$ cat src/irp_pkg.sv
package irp_pkg;

    // Register indices; byte address is four times the index
    localparam logic [2:0] IRP_IDX_BUFFER = 3'h0;
    localparam logic [2:0] IRP_IDX_IRQ_ENABLE = 3'h1;
    localparam logic [2:0] IRP_IDX_STATUS_FIFO = 3'h2;
    localparam logic [2:0] IRP_IDX_SET_SELECT = 3'h3;
    localparam logic [2:0] IRP_IDX_HS_CONTROL = 3'h4;
    localparam logic [2:0] IRP_IDX_LINE_STATUS = 3'h5;
    localparam logic [2:0] IRP_IDX_HS_STATUS = 3'h6;
    localparam logic [2:0] IRP_IDX_SCRATCH = 3'h7;

    // Reset values
    localparam logic [7:0] IRP_RST_IRQ_ENABLE = 8'h00;
    localparam logic [7:0] IRP_RST_FIFO_CTRL = 8'h00;
    localparam logic [7:0] IRP_RST_SET_SELECT = 8'h00;
    localparam logic [7:0] IRP_RST_IR_CONTROL = 8'h00;
    localparam logic [7:0] IRP_RST_HS_CONTROL = 8'h60;
    localparam logic [7:0] IRP_RST_SCRATCH = 8'h00;

    // Interrupt enable readback masks
    localparam logic [7:0] IRP_IEN_LEGACY_MASK = 8'h07;
    localparam logic [7:0] IRP_IEN_ADV_MASK = 8'hf7;

    // Field positions
    localparam int IRP_FIFO_EN_BIT = 0;
    localparam int IRP_RX_FIFO_RST_BIT = 1;
    localparam int IRP_TX_FIFO_RST_BIT = 2;
    localparam int IRP_DMA_EN_BIT = 2;
    localparam int IRP_SET_HIGH_BIT = 7;

    // Set select codes for sets 2..7
    localparam logic [7:0] IRP_SEL_SET2 = 8'he0;
    localparam logic [7:0] IRP_SEL_SET3 = 8'he4;
    localparam logic [7:0] IRP_SEL_SET4 = 8'he8;
    localparam logic [7:0] IRP_SEL_SET5 = 8'hec;
    localparam logic [7:0] IRP_SEL_SET6 = 8'hf0;
    localparam logic [7:0] IRP_SEL_SET7 = 8'hf4;

    // Advanced sub-mode codes
    localparam logic [2:0] IRP_MODE_MIR_LOW = 3'h1;
    localparam logic [2:0] IRP_MODE_MIR_HIGH = 3'h4;
    localparam logic [2:0] IRP_MODE_FIR = 3'h5;
    localparam logic [2:0] IRP_MODE_REMOTE = 3'h6;

    // Receive-data time-out, in character times
    localparam logic [2:0] IRP_RX_TIMEOUT_CHARS = 3'h4;

    // Threshold tables, 16- and 32-byte FIFO
    localparam logic [5:0] IRP_RX_THR_16 [4] = '{6'd1, 6'd4, 6'd8, 6'd14};
    localparam logic [5:0] IRP_RX_THR_32 [4] = '{6'd1, 6'd4, 6'd16, 6'd26};
    localparam logic [5:0] IRP_TX_THR_16 [4] = '{6'd1, 6'd3, 6'd9, 6'd13};
    localparam logic [5:0] IRP_TX_THR_32 [4] = '{6'd1, 6'd7, 6'd17, 6'd25};

    // Legacy identification codes, bits 3..0
    localparam logic [3:0] IRP_ID_NONE = 4'h1;
    localparam logic [3:0] IRP_ID_LINE = 4'h6;
    localparam logic [3:0] IRP_ID_RX = 4'h4;
    localparam logic [3:0] IRP_ID_TIMEOUT = 4'hc;
    localparam logic [3:0] IRP_ID_TX_EMPTY = 4'h2;

    // Events from the rest of the port, same clock
    typedef struct packed {
        logic line_error;
        logic timer_zero;
        logic timer_loaded;
        logic timer_run;
        logic frame_end;
        logic fsf_at_threshold;
        logic dma_tc;
        logic hs_toggle;
        logic handshake_status_en;
        logic char_tick;
        logic tx_shift_empty;
    } irp_evt_t;

    // Queue levels and data from the transmit/receive path
    typedef struct packed {
        logic [7:0] rx_data;
        logic [5:0] rx_level;
        logic [5:0] tx_level;
        logic fifo32;
        logic [7:0] line_status;
        logic [7:0] handshake_status;
    } irp_path_t;

    typedef struct packed {
        logic dma_tx_en;
        logic dma_rx_en;
        logic dma_channel_swap;
        logic adv_mode;
    } irp_cfg_t;

endpackage : irp_pkg

$ cat src/irp_set0_regs.sv
// Functional notes
// - Eight sets share one window; set select in every set.
// - Offset 2: status or FIFO control; offset 3: control or set select.
// - Offset 0 reads receive data, writes transmit data, one byte per access.
// - Legacy is programmed I/O only; fast and remote modes add DMA.
// - Two DMA channels; swap or receive-only gives one shared channel.
// - Enable bit 3 reads zero; in legacy bits 7..4 too.
// - Advanced enables 7..4: timer, frame status, transmit threshold, DMA.
// - Enable bit 2 line status/frame end, 1 transmit empty, 0 receive.
// - Legacy status bits 7..6 show FIFO mode; bits 5..4 read zero.
// - Legacy status bit 0 is one while nothing enabled pends.
// - Four character times unread in FIFO mode give time-out; read clears.
// - Receive ready second; clears on read or below trigger level.
// - Transmit empty third; buffer write or status read when top clears.
// - Timer flag sets at count zero when loaded, running and enabled.
// - Frame status flag follows its FIFO threshold, fast modes only.
// - Transmit threshold flag is one while below threshold.
// - DMA flag sets on terminal count in fast or remote; status read clears.
// - Handshake flag sets on enabled toggle; handshake status read clears.
// - Status bit 2: line errors in serial modes, frame end in fast modes.
// - Idle flag sets when queue and shifter empty; status read clears.
// - Receive threshold flag: level reached or time-out.
// - FIFO control bit 0 enables FIFO mode, gating the other bits.
`timescale 1ns/10ps
`default_nettype none
module irp_set0_regs
    import irp_pkg::*;
(
    input wire logic clk_in,
    input wire logic reset_in,
    input wire logic psel_in,
    input wire logic penable_in,
    input wire logic pwrite_in,
    input wire logic [11:0] paddr_in,
    input wire logic [31:0] pwdata_in,
    output logic pready_out,
    output logic [31:0] prdata_out,
    output logic pslverr_out,
    input wire irp_evt_t evt_in,
    input wire irp_path_t path_in,
    input wire irp_cfg_t cfg_in,
    output logic [7:0] tx_data_out,
    output logic tx_write_out,
    output logic rx_read_out,
    output logic line_status_read_out,
    output logic hs_status_read_out,
    output logic rx_fifo_reset_out,
    output logic tx_fifo_reset_out,
    output logic [2:0] active_set_out,
    output logic [7:0] ir_control_out,
    output logic [7:0] hs_control_out,
    output logic fifo_mode_out,
    output logic dma_allowed_out,
    output logic dma_single_out,
    output logic irq_out
);

    logic [7:0] ien_r;
    logic [7:0] fifo_ctrl_r;
    logic [7:0] set_select_r;
    logic [7:0] ir_control_r;
    logic [7:0] hs_control_r;
    logic [7:0] scratch_r;
    logic pready_r;
    logic pslverr_r;
    logic [31:0] prdata_r;
    logic [7:0] tx_data_r;
    logic tx_write_r;
    logic rx_read_r;
    logic line_rd_r;
    logic hs_rd_r;
    logic rx_rst_r;
    logic tx_rst_r;
    logic line_err_r;
    logic thre_r;
    logic timer_flag_r;
    logic dma_flag_r;
    logic hs_flag_r;
    logic fend_r;
    logic tx_idle_r;
    logic tx_empty_q;
    logic tx_idle_q;
    logic [2:0] char_cnt_r;
    logic timeout_r;
    logic irq_r;
    logic [2:0] active_set_r;
    logic dma_allowed_r;
    logic dma_single_r;

    // Bus decode
    wire [2:0] idx = paddr_in[4:2];
    wire addr_bad = (paddr_in[11:5] != 7'h00) || (paddr_in[1:0] != 2'h0);
    wire setup = psel_in && !penable_in;
    wire access = psel_in && penable_in && pready_r;
    wire wr_ok = access && pwrite_in && !pslverr_r;
    wire rd_ok = access && !pwrite_in && !pslverr_r;
    wire in_set0 = !set_select_r[IRP_SET_HIGH_BIT];
    wire [7:0] wbyte = pwdata_in[7:0];
    wire wr_buf = wr_ok && in_set0 && idx == IRP_IDX_BUFFER;
    wire wr_ien = wr_ok && in_set0 && idx == IRP_IDX_IRQ_ENABLE;
    wire wr_fifo = wr_ok && in_set0 && idx == IRP_IDX_STATUS_FIFO;
    wire wr_sel = wr_ok && idx == IRP_IDX_SET_SELECT;
    wire wr_hsc = wr_ok && in_set0 && idx == IRP_IDX_HS_CONTROL;
    wire wr_scr = wr_ok && in_set0 && idx == IRP_IDX_SCRATCH;
    wire rd_buf = rd_ok && in_set0 && idx == IRP_IDX_BUFFER;
    wire rd_status = rd_ok && in_set0 && idx == IRP_IDX_STATUS_FIFO;
    wire rd_line = rd_ok && in_set0 && idx == IRP_IDX_LINE_STATUS;
    wire rd_hs = rd_ok && in_set0 && idx == IRP_IDX_HS_STATUS;

    // Unlisted codes with bit 7 set mean set 1
    wire [2:0] set_nxt;
    assign set_nxt = !set_select_r[IRP_SET_HIGH_BIT] ? 3'd0 :
                     set_select_r == IRP_SEL_SET2 ? 3'd2 :
                     set_select_r == IRP_SEL_SET3 ? 3'd3 :
                     set_select_r == IRP_SEL_SET4 ? 3'd4 :
                     set_select_r == IRP_SEL_SET5 ? 3'd5 :
                     set_select_r == IRP_SEL_SET6 ? 3'd6 :
                     set_select_r == IRP_SEL_SET7 ? 3'd7 : 3'd1;
    wire ctrl_set = set_nxt == 3'd0 || set_nxt == 3'd1;

    // Mode classes
    wire adv = cfg_in.adv_mode;
    wire [2:0] sub = hs_control_r[7:5];
    wire fast = adv && (sub == IRP_MODE_MIR_LOW || sub == IRP_MODE_MIR_HIGH
                        || sub == IRP_MODE_FIR);
    wire remote = adv && sub == IRP_MODE_REMOTE;
    wire serial_adv = adv && !fast && !remote;
    wire fifo_en = fifo_ctrl_r[IRP_FIFO_EN_BIT];

    // Thresholds
    wire [1:0] rx_sel = fifo_ctrl_r[7:6];
    wire [1:0] tx_sel = fifo_ctrl_r[5:4];
    wire [5:0] rx_thr = path_in.fifo32 ? IRP_RX_THR_32[rx_sel] : IRP_RX_THR_16[rx_sel];
    wire [5:0] tx_thr = path_in.fifo32 ? IRP_TX_THR_32[tx_sel] : IRP_TX_THR_16[tx_sel];
    wire rx_at_thr = path_in.rx_level >= rx_thr;
    wire rx_has = path_in.rx_level != 6'd0;
    wire tx_empty = path_in.tx_level == 6'd0;
    wire tx_idle = tx_empty && evt_in.tx_shift_empty;

    // Level flags
    wire rx_ready = fifo_en ? rx_at_thr : rx_has;
    wire rx_thr_flag = rx_at_thr || timeout_r;
    wire tx_thr_flag = path_in.tx_level < tx_thr;
    wire fsf_flag = fast && evt_in.fsf_at_threshold;
    wire bit2_flag = fast ? fend_r : serial_adv && line_err_r;

    // Legacy priority encode over enabled sources
    wire lg_line = ien_r[2] && line_err_r;
    wire lg_tout = ien_r[0] && fifo_en && timeout_r;
    wire lg_rx = ien_r[0] && rx_ready;
    wire lg_thre = ien_r[1] && thre_r;
    wire [3:0] lg_id = lg_line ? IRP_ID_LINE :
                       lg_tout ? IRP_ID_TIMEOUT :
                       lg_rx ? IRP_ID_RX :
                       lg_thre ? IRP_ID_TX_EMPTY :
                       IRP_ID_NONE;
    wire [7:0] lg_status = {fifo_en, fifo_en, 2'b00, lg_id};
    wire thre_top = !adv && lg_id == IRP_ID_TX_EMPTY;

    wire [7:0] adv_status = {timer_flag_r, fsf_flag, tx_thr_flag, dma_flag_r,
                             hs_flag_r, bit2_flag, tx_idle_r, rx_thr_flag};
    wire [7:0] status = adv ? adv_status : lg_status;
    wire [7:0] ien_view = ien_r & (adv ? IRP_IEN_ADV_MASK : IRP_IEN_LEGACY_MASK);

    // Bit 3 has no enable; gated at its set
    wire [7:0] adv_gate = {ien_r[7], ien_r[6] && fast, ien_r[5], ien_r[4], 1'b1,
                           ien_r[2], ien_r[1], ien_r[0]};
    wire irq_nxt = adv ? |(adv_status & adv_gate) : lg_id != IRP_ID_NONE;

    wire [7:0] rd_byte;
    assign rd_byte = !in_set0 ? (idx == IRP_IDX_SET_SELECT ? set_select_r : 8'h00) :
                     idx == IRP_IDX_BUFFER ? path_in.rx_data :
                     idx == IRP_IDX_IRQ_ENABLE ? ien_view :
                     idx == IRP_IDX_STATUS_FIFO ? status :
                     idx == IRP_IDX_SET_SELECT ? set_select_r :
                     idx == IRP_IDX_HS_CONTROL ? hs_control_r :
                     idx == IRP_IDX_LINE_STATUS ? path_in.line_status :
                     idx == IRP_IDX_HS_STATUS ? path_in.handshake_status :
                     scratch_r;

    // FIFO control write; other bits only land with FIFO mode on
    wire fifo_on_nxt = wbyte[IRP_FIFO_EN_BIT];
    wire [7:0] fifo_ctrl_nxt = fifo_on_nxt ? {wbyte[7:4], 3'b000, 1'b1} :
                               {fifo_ctrl_r[7:4], 4'h0};

    // A set coinciding with its clear wins
    wire line_set = evt_in.line_error;
    wire timer_set = adv && evt_in.timer_zero && evt_in.timer_loaded
                     && evt_in.timer_run && ien_r[7];
    wire dma_set = (fast || remote) && evt_in.dma_tc;
    wire hs_set = evt_in.hs_toggle && evt_in.handshake_status_en;
    wire fend_set = fast && evt_in.frame_end;
    wire thre_set = tx_empty && !tx_empty_q;
    wire idle_set = tx_idle && !tx_idle_q;

    // Character ticks since last receive access
    wire rx_touch = rd_buf || !rx_has || !fifo_en;
    wire cnt_done = char_cnt_r == IRP_RX_TIMEOUT_CHARS;

    always_ff @(posedge clk_in) begin
        if (reset_in) begin
            pready_r <= 1'b0;
            pslverr_r <= 1'b0;
            prdata_r <= 32'h0000_0000;
        end else begin
            pready_r <= setup;
            pslverr_r <= setup && addr_bad;
            if (setup) begin
                prdata_r <= addr_bad ? 32'h0000_0000 : {24'h00_0000, rd_byte};
            end
        end
    end

    always_ff @(posedge clk_in) begin
        if (reset_in) begin
            ien_r <= IRP_RST_IRQ_ENABLE;
            fifo_ctrl_r <= IRP_RST_FIFO_CTRL;
            set_select_r <= IRP_RST_SET_SELECT;
            ir_control_r <= IRP_RST_IR_CONTROL;
            hs_control_r <= IRP_RST_HS_CONTROL;
            scratch_r <= IRP_RST_SCRATCH;
        end else begin
            if (wr_ien) begin
                ien_r <= wbyte;
            end
            if (wr_fifo) begin
                fifo_ctrl_r <= fifo_ctrl_nxt;
            end
            if (wr_sel) begin
                set_select_r <= wbyte;
                if (ctrl_set) begin
                    ir_control_r <= wbyte;
                end
            end
            if (wr_hsc) begin
                hs_control_r <= wbyte;
            end
            if (wr_scr) begin
                scratch_r <= wbyte;
            end
        end
    end

    // One-cycle strobes toward the data path
    always_ff @(posedge clk_in) begin
        if (reset_in) begin
            tx_data_r <= 8'h00;
            tx_write_r <= 1'b0;
            rx_read_r <= 1'b0;
            line_rd_r <= 1'b0;
            hs_rd_r <= 1'b0;
            rx_rst_r <= 1'b0;
            tx_rst_r <= 1'b0;
        end else begin
            tx_write_r <= wr_buf;
            rx_read_r <= rd_buf;
            line_rd_r <= rd_line;
            hs_rd_r <= rd_hs;
            rx_rst_r <= wr_fifo && fifo_on_nxt && wbyte[IRP_RX_FIFO_RST_BIT];
            tx_rst_r <= wr_fifo && fifo_on_nxt && wbyte[IRP_TX_FIFO_RST_BIT];
            if (wr_buf) begin
                tx_data_r <= wbyte;
            end
        end
    end

    always_ff @(posedge clk_in) begin
        if (reset_in) begin
            line_err_r <= 1'b0;
            thre_r <= 1'b0;
            timer_flag_r <= 1'b0;
            dma_flag_r <= 1'b0;
            hs_flag_r <= 1'b0;
            fend_r <= 1'b0;
            tx_idle_r <= 1'b0;
            tx_empty_q <= 1'b0;
            tx_idle_q <= 1'b0;
        end else begin
            tx_empty_q <= tx_empty;
            tx_idle_q <= tx_idle;
            line_err_r <= (line_err_r && !rd_line) || line_set;
            thre_r <= (thre_r && !wr_buf && !(rd_status && thre_top)) || thre_set;
            timer_flag_r <= (timer_flag_r && !rd_status) || timer_set;
            dma_flag_r <= (dma_flag_r && !rd_status) || dma_set;
            hs_flag_r <= (hs_flag_r && !rd_hs) || hs_set;
            fend_r <= (fend_r && !rd_status) || fend_set;
            tx_idle_r <= (tx_idle_r && !rd_status) || idle_set;
        end
    end

    always_ff @(posedge clk_in) begin
        if (reset_in) begin
            char_cnt_r <= 3'h0;
            timeout_r <= 1'b0;
        end else if (rx_touch) begin
            char_cnt_r <= 3'h0;
            timeout_r <= 1'b0;
        end else if (evt_in.char_tick && !cnt_done) begin
            char_cnt_r <= char_cnt_r + 3'h1;
            timeout_r <= (char_cnt_r + 3'h1) == IRP_RX_TIMEOUT_CHARS;
        end
    end

    // DMA routing is only offered in the fast and remote modes
    always_ff @(posedge clk_in) begin
        if (reset_in) begin
            irq_r <= 1'b0;
            active_set_r <= 3'd0;
            dma_allowed_r <= 1'b0;
            dma_single_r <= 1'b0;
        end else begin
            irq_r <= irq_nxt;
            active_set_r <= set_nxt;
            dma_allowed_r <= (fast || remote) && hs_control_r[IRP_DMA_EN_BIT];
            dma_single_r <= cfg_in.dma_channel_swap
                            || (cfg_in.dma_rx_en && !cfg_in.dma_tx_en);
        end
    end

    assign pready_out = pready_r;
    assign prdata_out = prdata_r;
    assign pslverr_out = pslverr_r;
    assign tx_data_out = tx_data_r;
    assign tx_write_out = tx_write_r;
    assign rx_read_out = rx_read_r;
    assign line_status_read_out = line_rd_r;
    assign hs_status_read_out = hs_rd_r;
    assign rx_fifo_reset_out = rx_rst_r;
    assign tx_fifo_reset_out = tx_rst_r;
    assign active_set_out = active_set_r;
    assign ir_control_out = ir_control_r;
    assign hs_control_out = hs_control_r;
    assign fifo_mode_out = fifo_ctrl_r[IRP_FIFO_EN_BIT];
    assign dma_allowed_out = dma_allowed_r;
    assign dma_single_out = dma_single_r;
    assign irq_out = irq_r;

endmodule : irp_set0_regs
`default_nettype wire

$ cat config.mk
export PLATFORM = sky130hd
export DESIGN_NAME = irp_set0_regs
export DESIGN_NICKNAME = d
export VERILOG_FILES = /design/src/irp_pkg.sv /design/src/irp_set0_regs.sv
export SDC_FILE = /design/constraint.sdc
export NUM_CORES = 1
export LEC_CHECK = 0
export ABC_AREA = 1
export BUFFER_PORTS_ARGS = -buffer_cell sky130_fd_sc_hd__buf_2
export CAP_MARGIN = 10
export CORE_ASPECT_RATIO = 0.5
export CORE_MARGIN = 1
export CORE_UTILIZATION = 40
export DETAILED_ROUTE_END_ITERATION = 6
export GPL_ROUTABILITY_DRIVEN = 0
export PLACE_DENSITY = 0.73
export SYNTH_ARGS = -nofsm -noshare
export SYNTH_HDL_FRONTEND = slang
export SYNTH_SLANG_ARGS = --single-unit
$ cat constraint.sdc
create_clock -name clk_in -period 2.3 [get_ports clk_in]
set_clock_uncertainty 0.2 [all_clocks]
set_input_delay 0.115 -clock clk_in [delete_from_list [all_inputs] [get_ports clk_in]]
set_output_delay 0.115 -clock clk_in [all_outputs]
set_load 0.02 [all_outputs]
Yosys cells after proc, flatten, opt, wreduce, memory -nomap -nowiden
Cells that the tools add are included.
{ "word_totals": {"memories": 0, "mem_bits_ro": 0, "latch_bits": 0, "elab_cells": 206, "ramBits": 0, "output_inout_bits": 71, "input_bits": 101, "ff_bits": 112} }
{ "classes": {"n_eq_ne": 22, "n_mul": 0, "n_lt_le_gt_ge": 4, "div": 0, "reduce_logical": 102, "addsub": 1, "shifts": 0, "muxes": 41, "bitwise": 4} }
{ "op_table": {"columns": ["op", "count"], "rows": [
  ["$mux W8", 12],
  ["$mux W6", 10],
  ["$logic_and A1 B1 Y1", 58],
  ["$bmux W6 S2", 4],
  ["$eq A8 B8 Y1 const B", 6],
  ["$eq A3 B3 Y1 const B", 9],
  ["$mux W3", 8],
  ["$logic_not A1 Y1", 18],
  ["$and A8 B8 Y8", 2],
  ["$logic_or A1 B1 Y1", 16],
  ["$eq A3 B1 Y1 const B", 3],
  ["$mux W4", 2],
  ["$reduce_or A8 Y1", 1],
  ["$reduce_bool A7 Y1", 1],
  ["$eq A3 B2 Y1 const B", 2],
  ["$ge A3 B3 Y1 const B", 2],
  ["$ge A6 B6 Y1", 1],
  ["$logic_not A3 Y1", 2],
  ["$logic_not A6 Y1", 1],
  ["$lt A6 B6 Y1", 1],
  ["$not A2 Y3", 2],
  ["$reduce_bool A6 Y1", 1],
  ["$eq A4 B2 Y1 const B", 1],
  ["$mux W1", 4],
  ["other kinds (6)", 7]
]} }

Longest topological paths before layout
{ "logic_depth": {"word_depth": 17, "ltp_mapped": 17, "mapped_depth_nobuf": 17} }

Least setup slack after synthesis
No wires, ideal clock.
{ "synth_path": {"kind": "register to register", "start": "register pready_r, in the netlist pready_out", "end": "register hs_control_r[7], in the netlist hs_control_out[7]", "slack_ps": 383, "setup_ps": 120, "arrival_time_ps": 1596, "stages_incl_launch_ff": 8, "synth_period_minus_slack_ps": 1917, "t_required_ps": 1980, "n_path_buf": 0, "cell_sequence": "dfxtp_1 -> nand3_1 -> nor3b_2 -> nand2_2 -> nor2_1 -> inv_1 -> o21ai_0 -> a21oi_1"} }
{ "synth_between": {"elab_chain_cells": 5} }
{ "synth_rtl": {"columns": ["element", "line", "rtl"], "rows": [
  ["start, declared", "irp_set0_regs.sv:64", "logic pready_r;"],
  ["start signal, assigned", "irp_set0_regs.sv:206", "pready_r <= setup;"],
  ["$logic_and A1 B1 Y1", "irp_set0_regs.sv:94", "wire access = psel_in && penable_in && pready_r;"],
  ["$logic_and A1 B1 Y1 (2 in a row)", "irp_set0_regs.sv:95", "wire wr_ok = access && pwrite_in && !pslverr_r;"],
  ["$logic_and A1 B1 Y1 (2 in a row)", "irp_set0_regs.sv:103", "wire wr_hsc = wr_ok && in_set0 && idx == IRP_IDX_HS_CONTROL;"],
  ["end signal, assigned", "irp_set0_regs.sv:236", "hs_control_r <= wbyte;"],
  ["end, declared", "irp_set0_regs.sv:62", "logic [7:0] hs_control_r;"]
]} }
Every way passes these cells.
A chain may end at the register's enable or synchronous reset.

Worst setup path after layout
{ "layout_path": {"start": "input penable_in", "end": "register thre_r"} }
{ "layout_between": {"elab_chain_cells": 10, "word_cells_on_any_way": 16, "classes_between": "reduce/logical: 16"} }
{ "layout_rtl": {"columns": ["element", "line", "rtl"], "rows": [
  ["start, declared", "irp_set0_regs.sv:32", "input wire logic penable_in,"],
  ["$logic_and A1 B1 Y1 (*) (2 in a row)", "irp_set0_regs.sv:94", null],
  ["$logic_and A1 B1 Y1 (on tied branches) (2 in a row)", "irp_set0_regs.sv:95, irp_set0_regs.sv:96", null],
  ["$logic_and A1 B1 Y1 (on tied branches) (2 in a row)", "irp_set0_regs.sv:99, irp_set0_regs.sv:106", null],
  ["$logic_not A1 Y1 / $logic_and A1 B1 Y1 (equally long branches)", "irp_set0_regs.sv:282", "thre_r <= (thre_r && !wr_buf && !(rd_status && thre_top)) || thre_set;"],
  ["$logic_and A1 B1 Y1 / $logic_not A1 Y1 (equally long branches)", "irp_set0_regs.sv:282", null],
  ["$logic_and A1 B1 Y1 (*)", "irp_set0_regs.sv:282", null],
  ["$logic_or A1 B1 Y1 (*)", "irp_set0_regs.sv:282", null],
  ["end signal, assigned", "irp_set0_regs.sv:282", null],
  ["end, declared", "irp_set0_regs.sv:75", "logic thre_r;"]
]} }
Mark *: on every way between the ends. The rest lies on a longest branch, timed or not.

==> reports/metrics.json <==
{
  "clock_tree": {
    "cts_buffers": 9,
    "clk_pin_slew_worst_paths_ns": 0.06,
    "cts.root.buffer_cell": "clkbuf_16",
    "cts.sinks": 87,
    "clkLatencyLatePin_ns": 0.34,
    "clock_tree.htree_level_count": 3,
    "clock_tree.buffer_depth": 2,
    "cts_tree": "done"
  },
  "global_routing": {
    "grt_antenna_before_repair": 0,
    "via_count_of_the_first_global_routing_pass": 4353,
    "grt_start_max_net_pins": 46,
    "grt_pass1_wl_um": 21200,
    "gr-total-overflow": 0,
    "grt_util_all_layers_pct": 23.0
  },
  "sta": {
    "period_minus_slack_ns": 2.19,
    "timing.slew.headroom_pct": 66.1,
    "fmaxAchievable_ghz": 0.456,
    "setup_viol_count_final": 0,
    "hold_viol_final": 0,
    "minimum_setup_slack_in_the_final_design_ns": 0.108,
    "tightestPinTransition_ns": 0.509,
    "period_share_pct": 95.3,
    "final_report_max_slew_violation_count": 0,
    "holdWs_ns": 0.00319,
    "finalSetupTns_ns": 0
  },
  "worst_setup_path": {
    "crit_path_end_kind": "register",
    "cp.buffers_inverters": 3,
    "criticalPathCategory": "primary input to register",
    "crit_slowest_cell": "dlygate4sd3_1",
    "crit_path_cell_trace": "dlygate4sd3_1 -> buf_2 -> nand3_1 -> nor3b_2 -> nand2_2 -> inv_1 -> nand2_1 -> nand4_1 -> o21ai_0",
    "critical-path-max-stage-delay_ns": 0.53,
    "cpLargestDelayFamily": "simple AND/OR/NAND/NOR gates",
    "worst_ep_arrival_time_ns": 2.22,
    "cp_data_required_time_ns": 2.33,
    "critical_path_peak_fanout": 10,
    "setup.worst_path.start_class": "primary input"
  },
  "layout": {
    "nets": 938,
    "layout.core_utilization_pct": 52.9,
    "area.sequential_um2": 1750,
    "filler_cell_count": 1086,
    "mostFrequentLayoutCell": "nand2_1",
    "most-common-layout-cells": "159 x nand2_1, 123 x buf_2, 87 x a21oi_1",
    "multiInputGateArea_um2": 2340,
    "final_layout_size_suffix_gt1_share_pct": 21.4,
    "antenna_cells": 0,
    "syn_to_final_growth_pct": 28.1
  },
  "hold_path": {
    "hold_path_class": "primary input to register"
  },
  "status": {
    "violations": "design-rule violations",
    "run_status": "finished with violations"
  },
  "die": {
    "initial_utilization_pct": 41.3,
    "die_h_um": 77.4,
    "fp.dieArea_um2": 11800,
    "fp-row-count": 27,
    "core_area_um2": 11000,
    "floorplan.io_pins": 172,
    "chipWidth_um": 153
  },
  "synthesis": {
    "avgSynthCellArea_um2": 6.77,
    "yosys_warnings": 0,
    "synth.ff_latch_count": 87,
    "synth_area_um2": 4550,
    "share_of_synthesized_area_occupied_by_flip_flops_and_latches_pct": 38.3,
    "ys.flop_type": "dfxtp_1",
    "synth_area_leaders": "dfxtp_1 38%, nand2_1 13%, a21oi_1 9.7%",
    "synth_top_area_share_pct": 38.3,
    "synth_enable_flop_cells": 0,
    "netlist_instances": 672,
    "library_cell_occupying_the_most_area_in_the_post_synthesis_netlist": "dfxtp_1",
    "asyncSetResetFlopFracSynth_pct": 0,
    "synth.distinct_cells": 35
  },
  "pwr": {
    "switching_power_mw": 0.835,
    "p_int_mw": 2.44,
    "p_leak_nw": 2.80,
    "sequential_cell_fraction_of_total_power_pct": 46.3,
    "vdd.ir_drop.worst_mv": 0.364,
    "total_power_mw": 3.28,
    "power.density_nw_per_um2": 563,
    "power.share.clock_pct": 41.9,
    "p_comb_share_pct": 11.8,
    "netSwitchingFraction_pct": 25.5
  },
  "drt": {
    "detail_route.wl_per_cell_um": 13.9,
    "wl_um": 13600,
    "via_count": 4893,
    "dr.first_iter.drc_count": 524,
    "via_per_inst": 5.02,
    "drt.antenna.violating_nets": 0,
    "drt-pass1-iter-count": 7,
    "drc": 10
  },
  "place": {
    "pre_cts_ws_ns": 0.210,
    "hpwlAfterDp_um": 9870,
    "io_buffer_count": 123
  },
  "flow_run": {
    "max_cap_violations": 0
  }
}
## metrics by stage
stage	instances	instance area, um2
floorplan	695	4630
global placement	931	5250
detailed placement	931	5250
CTS	974	5800
global route	975	5830
finish	975	5830
## registers in the layout, summed over array words and instances, names as in the netlist, 5 cells and up
signal,flops
hs_control_out,8
scratch_r,8
fifo_ctrl_r,5
ir_control_out,8
tx_data_out,8
prdata_out,8
set_select_r,8
ien_r,7
## repair_timing
action	in CTS	in global routing
hold buffers	27	0
endpoints found under the hold margin	52	0
buffers inserted	0	1
setup endpoints to repair	0	8
resized for setup	0	10
## per-layer routing
metal | GRT usage, % | share of wire, % | wire, um
met4 | 6.67 | 1.1 | 152
met3 | 5.75 | 9.4 | 1280
met2 | 37.6 | 45 | 6050
met5 | 0 | 0 | 0
met1 | 30.1 | 45 | 6120
## cells in the mapped netlist (all sizes together) (3+ instances only)
master	count
clkbuf	11
nand3	49
a21oi	88
inv	75
ha	12
or2	3
buf	34
dfxtp	87
nor4	4
nand2	163
a211oi	4
nand4	5
o211ai	4
o21ai	57
nor3	6
nor2	57
## cell type report
type | count | share of cell area [%]
repair buffers | 164 | 17.1
inverters | 77 | 4.96
clock buffers | 13 | 4.47
clock inverters | 3 | 0.301
well taps | 145 | 3.11
flip-flops and latches | 87 | 30.0
multi-input cells | 486 | 40.1
## cell families (layout without fill, tap and decap cells)
family / Yosys count / after routing / share of synthesized area [%]
adders and majority gates: 12 / 12 / 3.30
xor gates and xnor gates: 1 / 1 / 0.193
AOI/OAI and AO/OA: 158 / 158 / 18.1
DFF: 87 / 87 / 38.3
buffers and inverters: 122 / 257 / 12.4
and+or+nand+nor: 291 / 291 / 27.6
other: 1 / 24 / 0.0825
## power by group through the flow
stage	sequential [mW]	clock, mW	combinational (mW)
global route	1.52	1.45	0.424
detailed placement	1.55	0	0.345
floorplan	1.56	0	0.230
finish	1.52	1.37	0.387
global placement	1.55	0	0.343
CTS	1.52	1.39	0.378
## worst paths after layout
check	from	to	slack, ns	depth (start not counted)
hold reg to reg	tx_empty_q$_SDFF_PP0_	thre_r$_SDFF_PP0_	0.22	1
setup reg to reg	pready_out$_SDFF_PP0_	thre_r$_SDFF_PP0_	0.17	7
hold / removal	pwrite_in	rx_read_out$_SDFF_PP0_	0.003	5
setup / recovery	penable_in	thre_r$_SDFF_PP0_	0.11	9
## worst register-to-register path, cell delays in order (launching register included)
cell	delay, ns
dfxtp_1	0.34
nand3_1	0.13
nor3b_2	0.34
nand2_2	0.22
inv_1	0.18
nand2_1	0.31
nand4_1	0.21
o21ai_0	0.09
No activity file was read; power rests on OpenSTA's default activity.
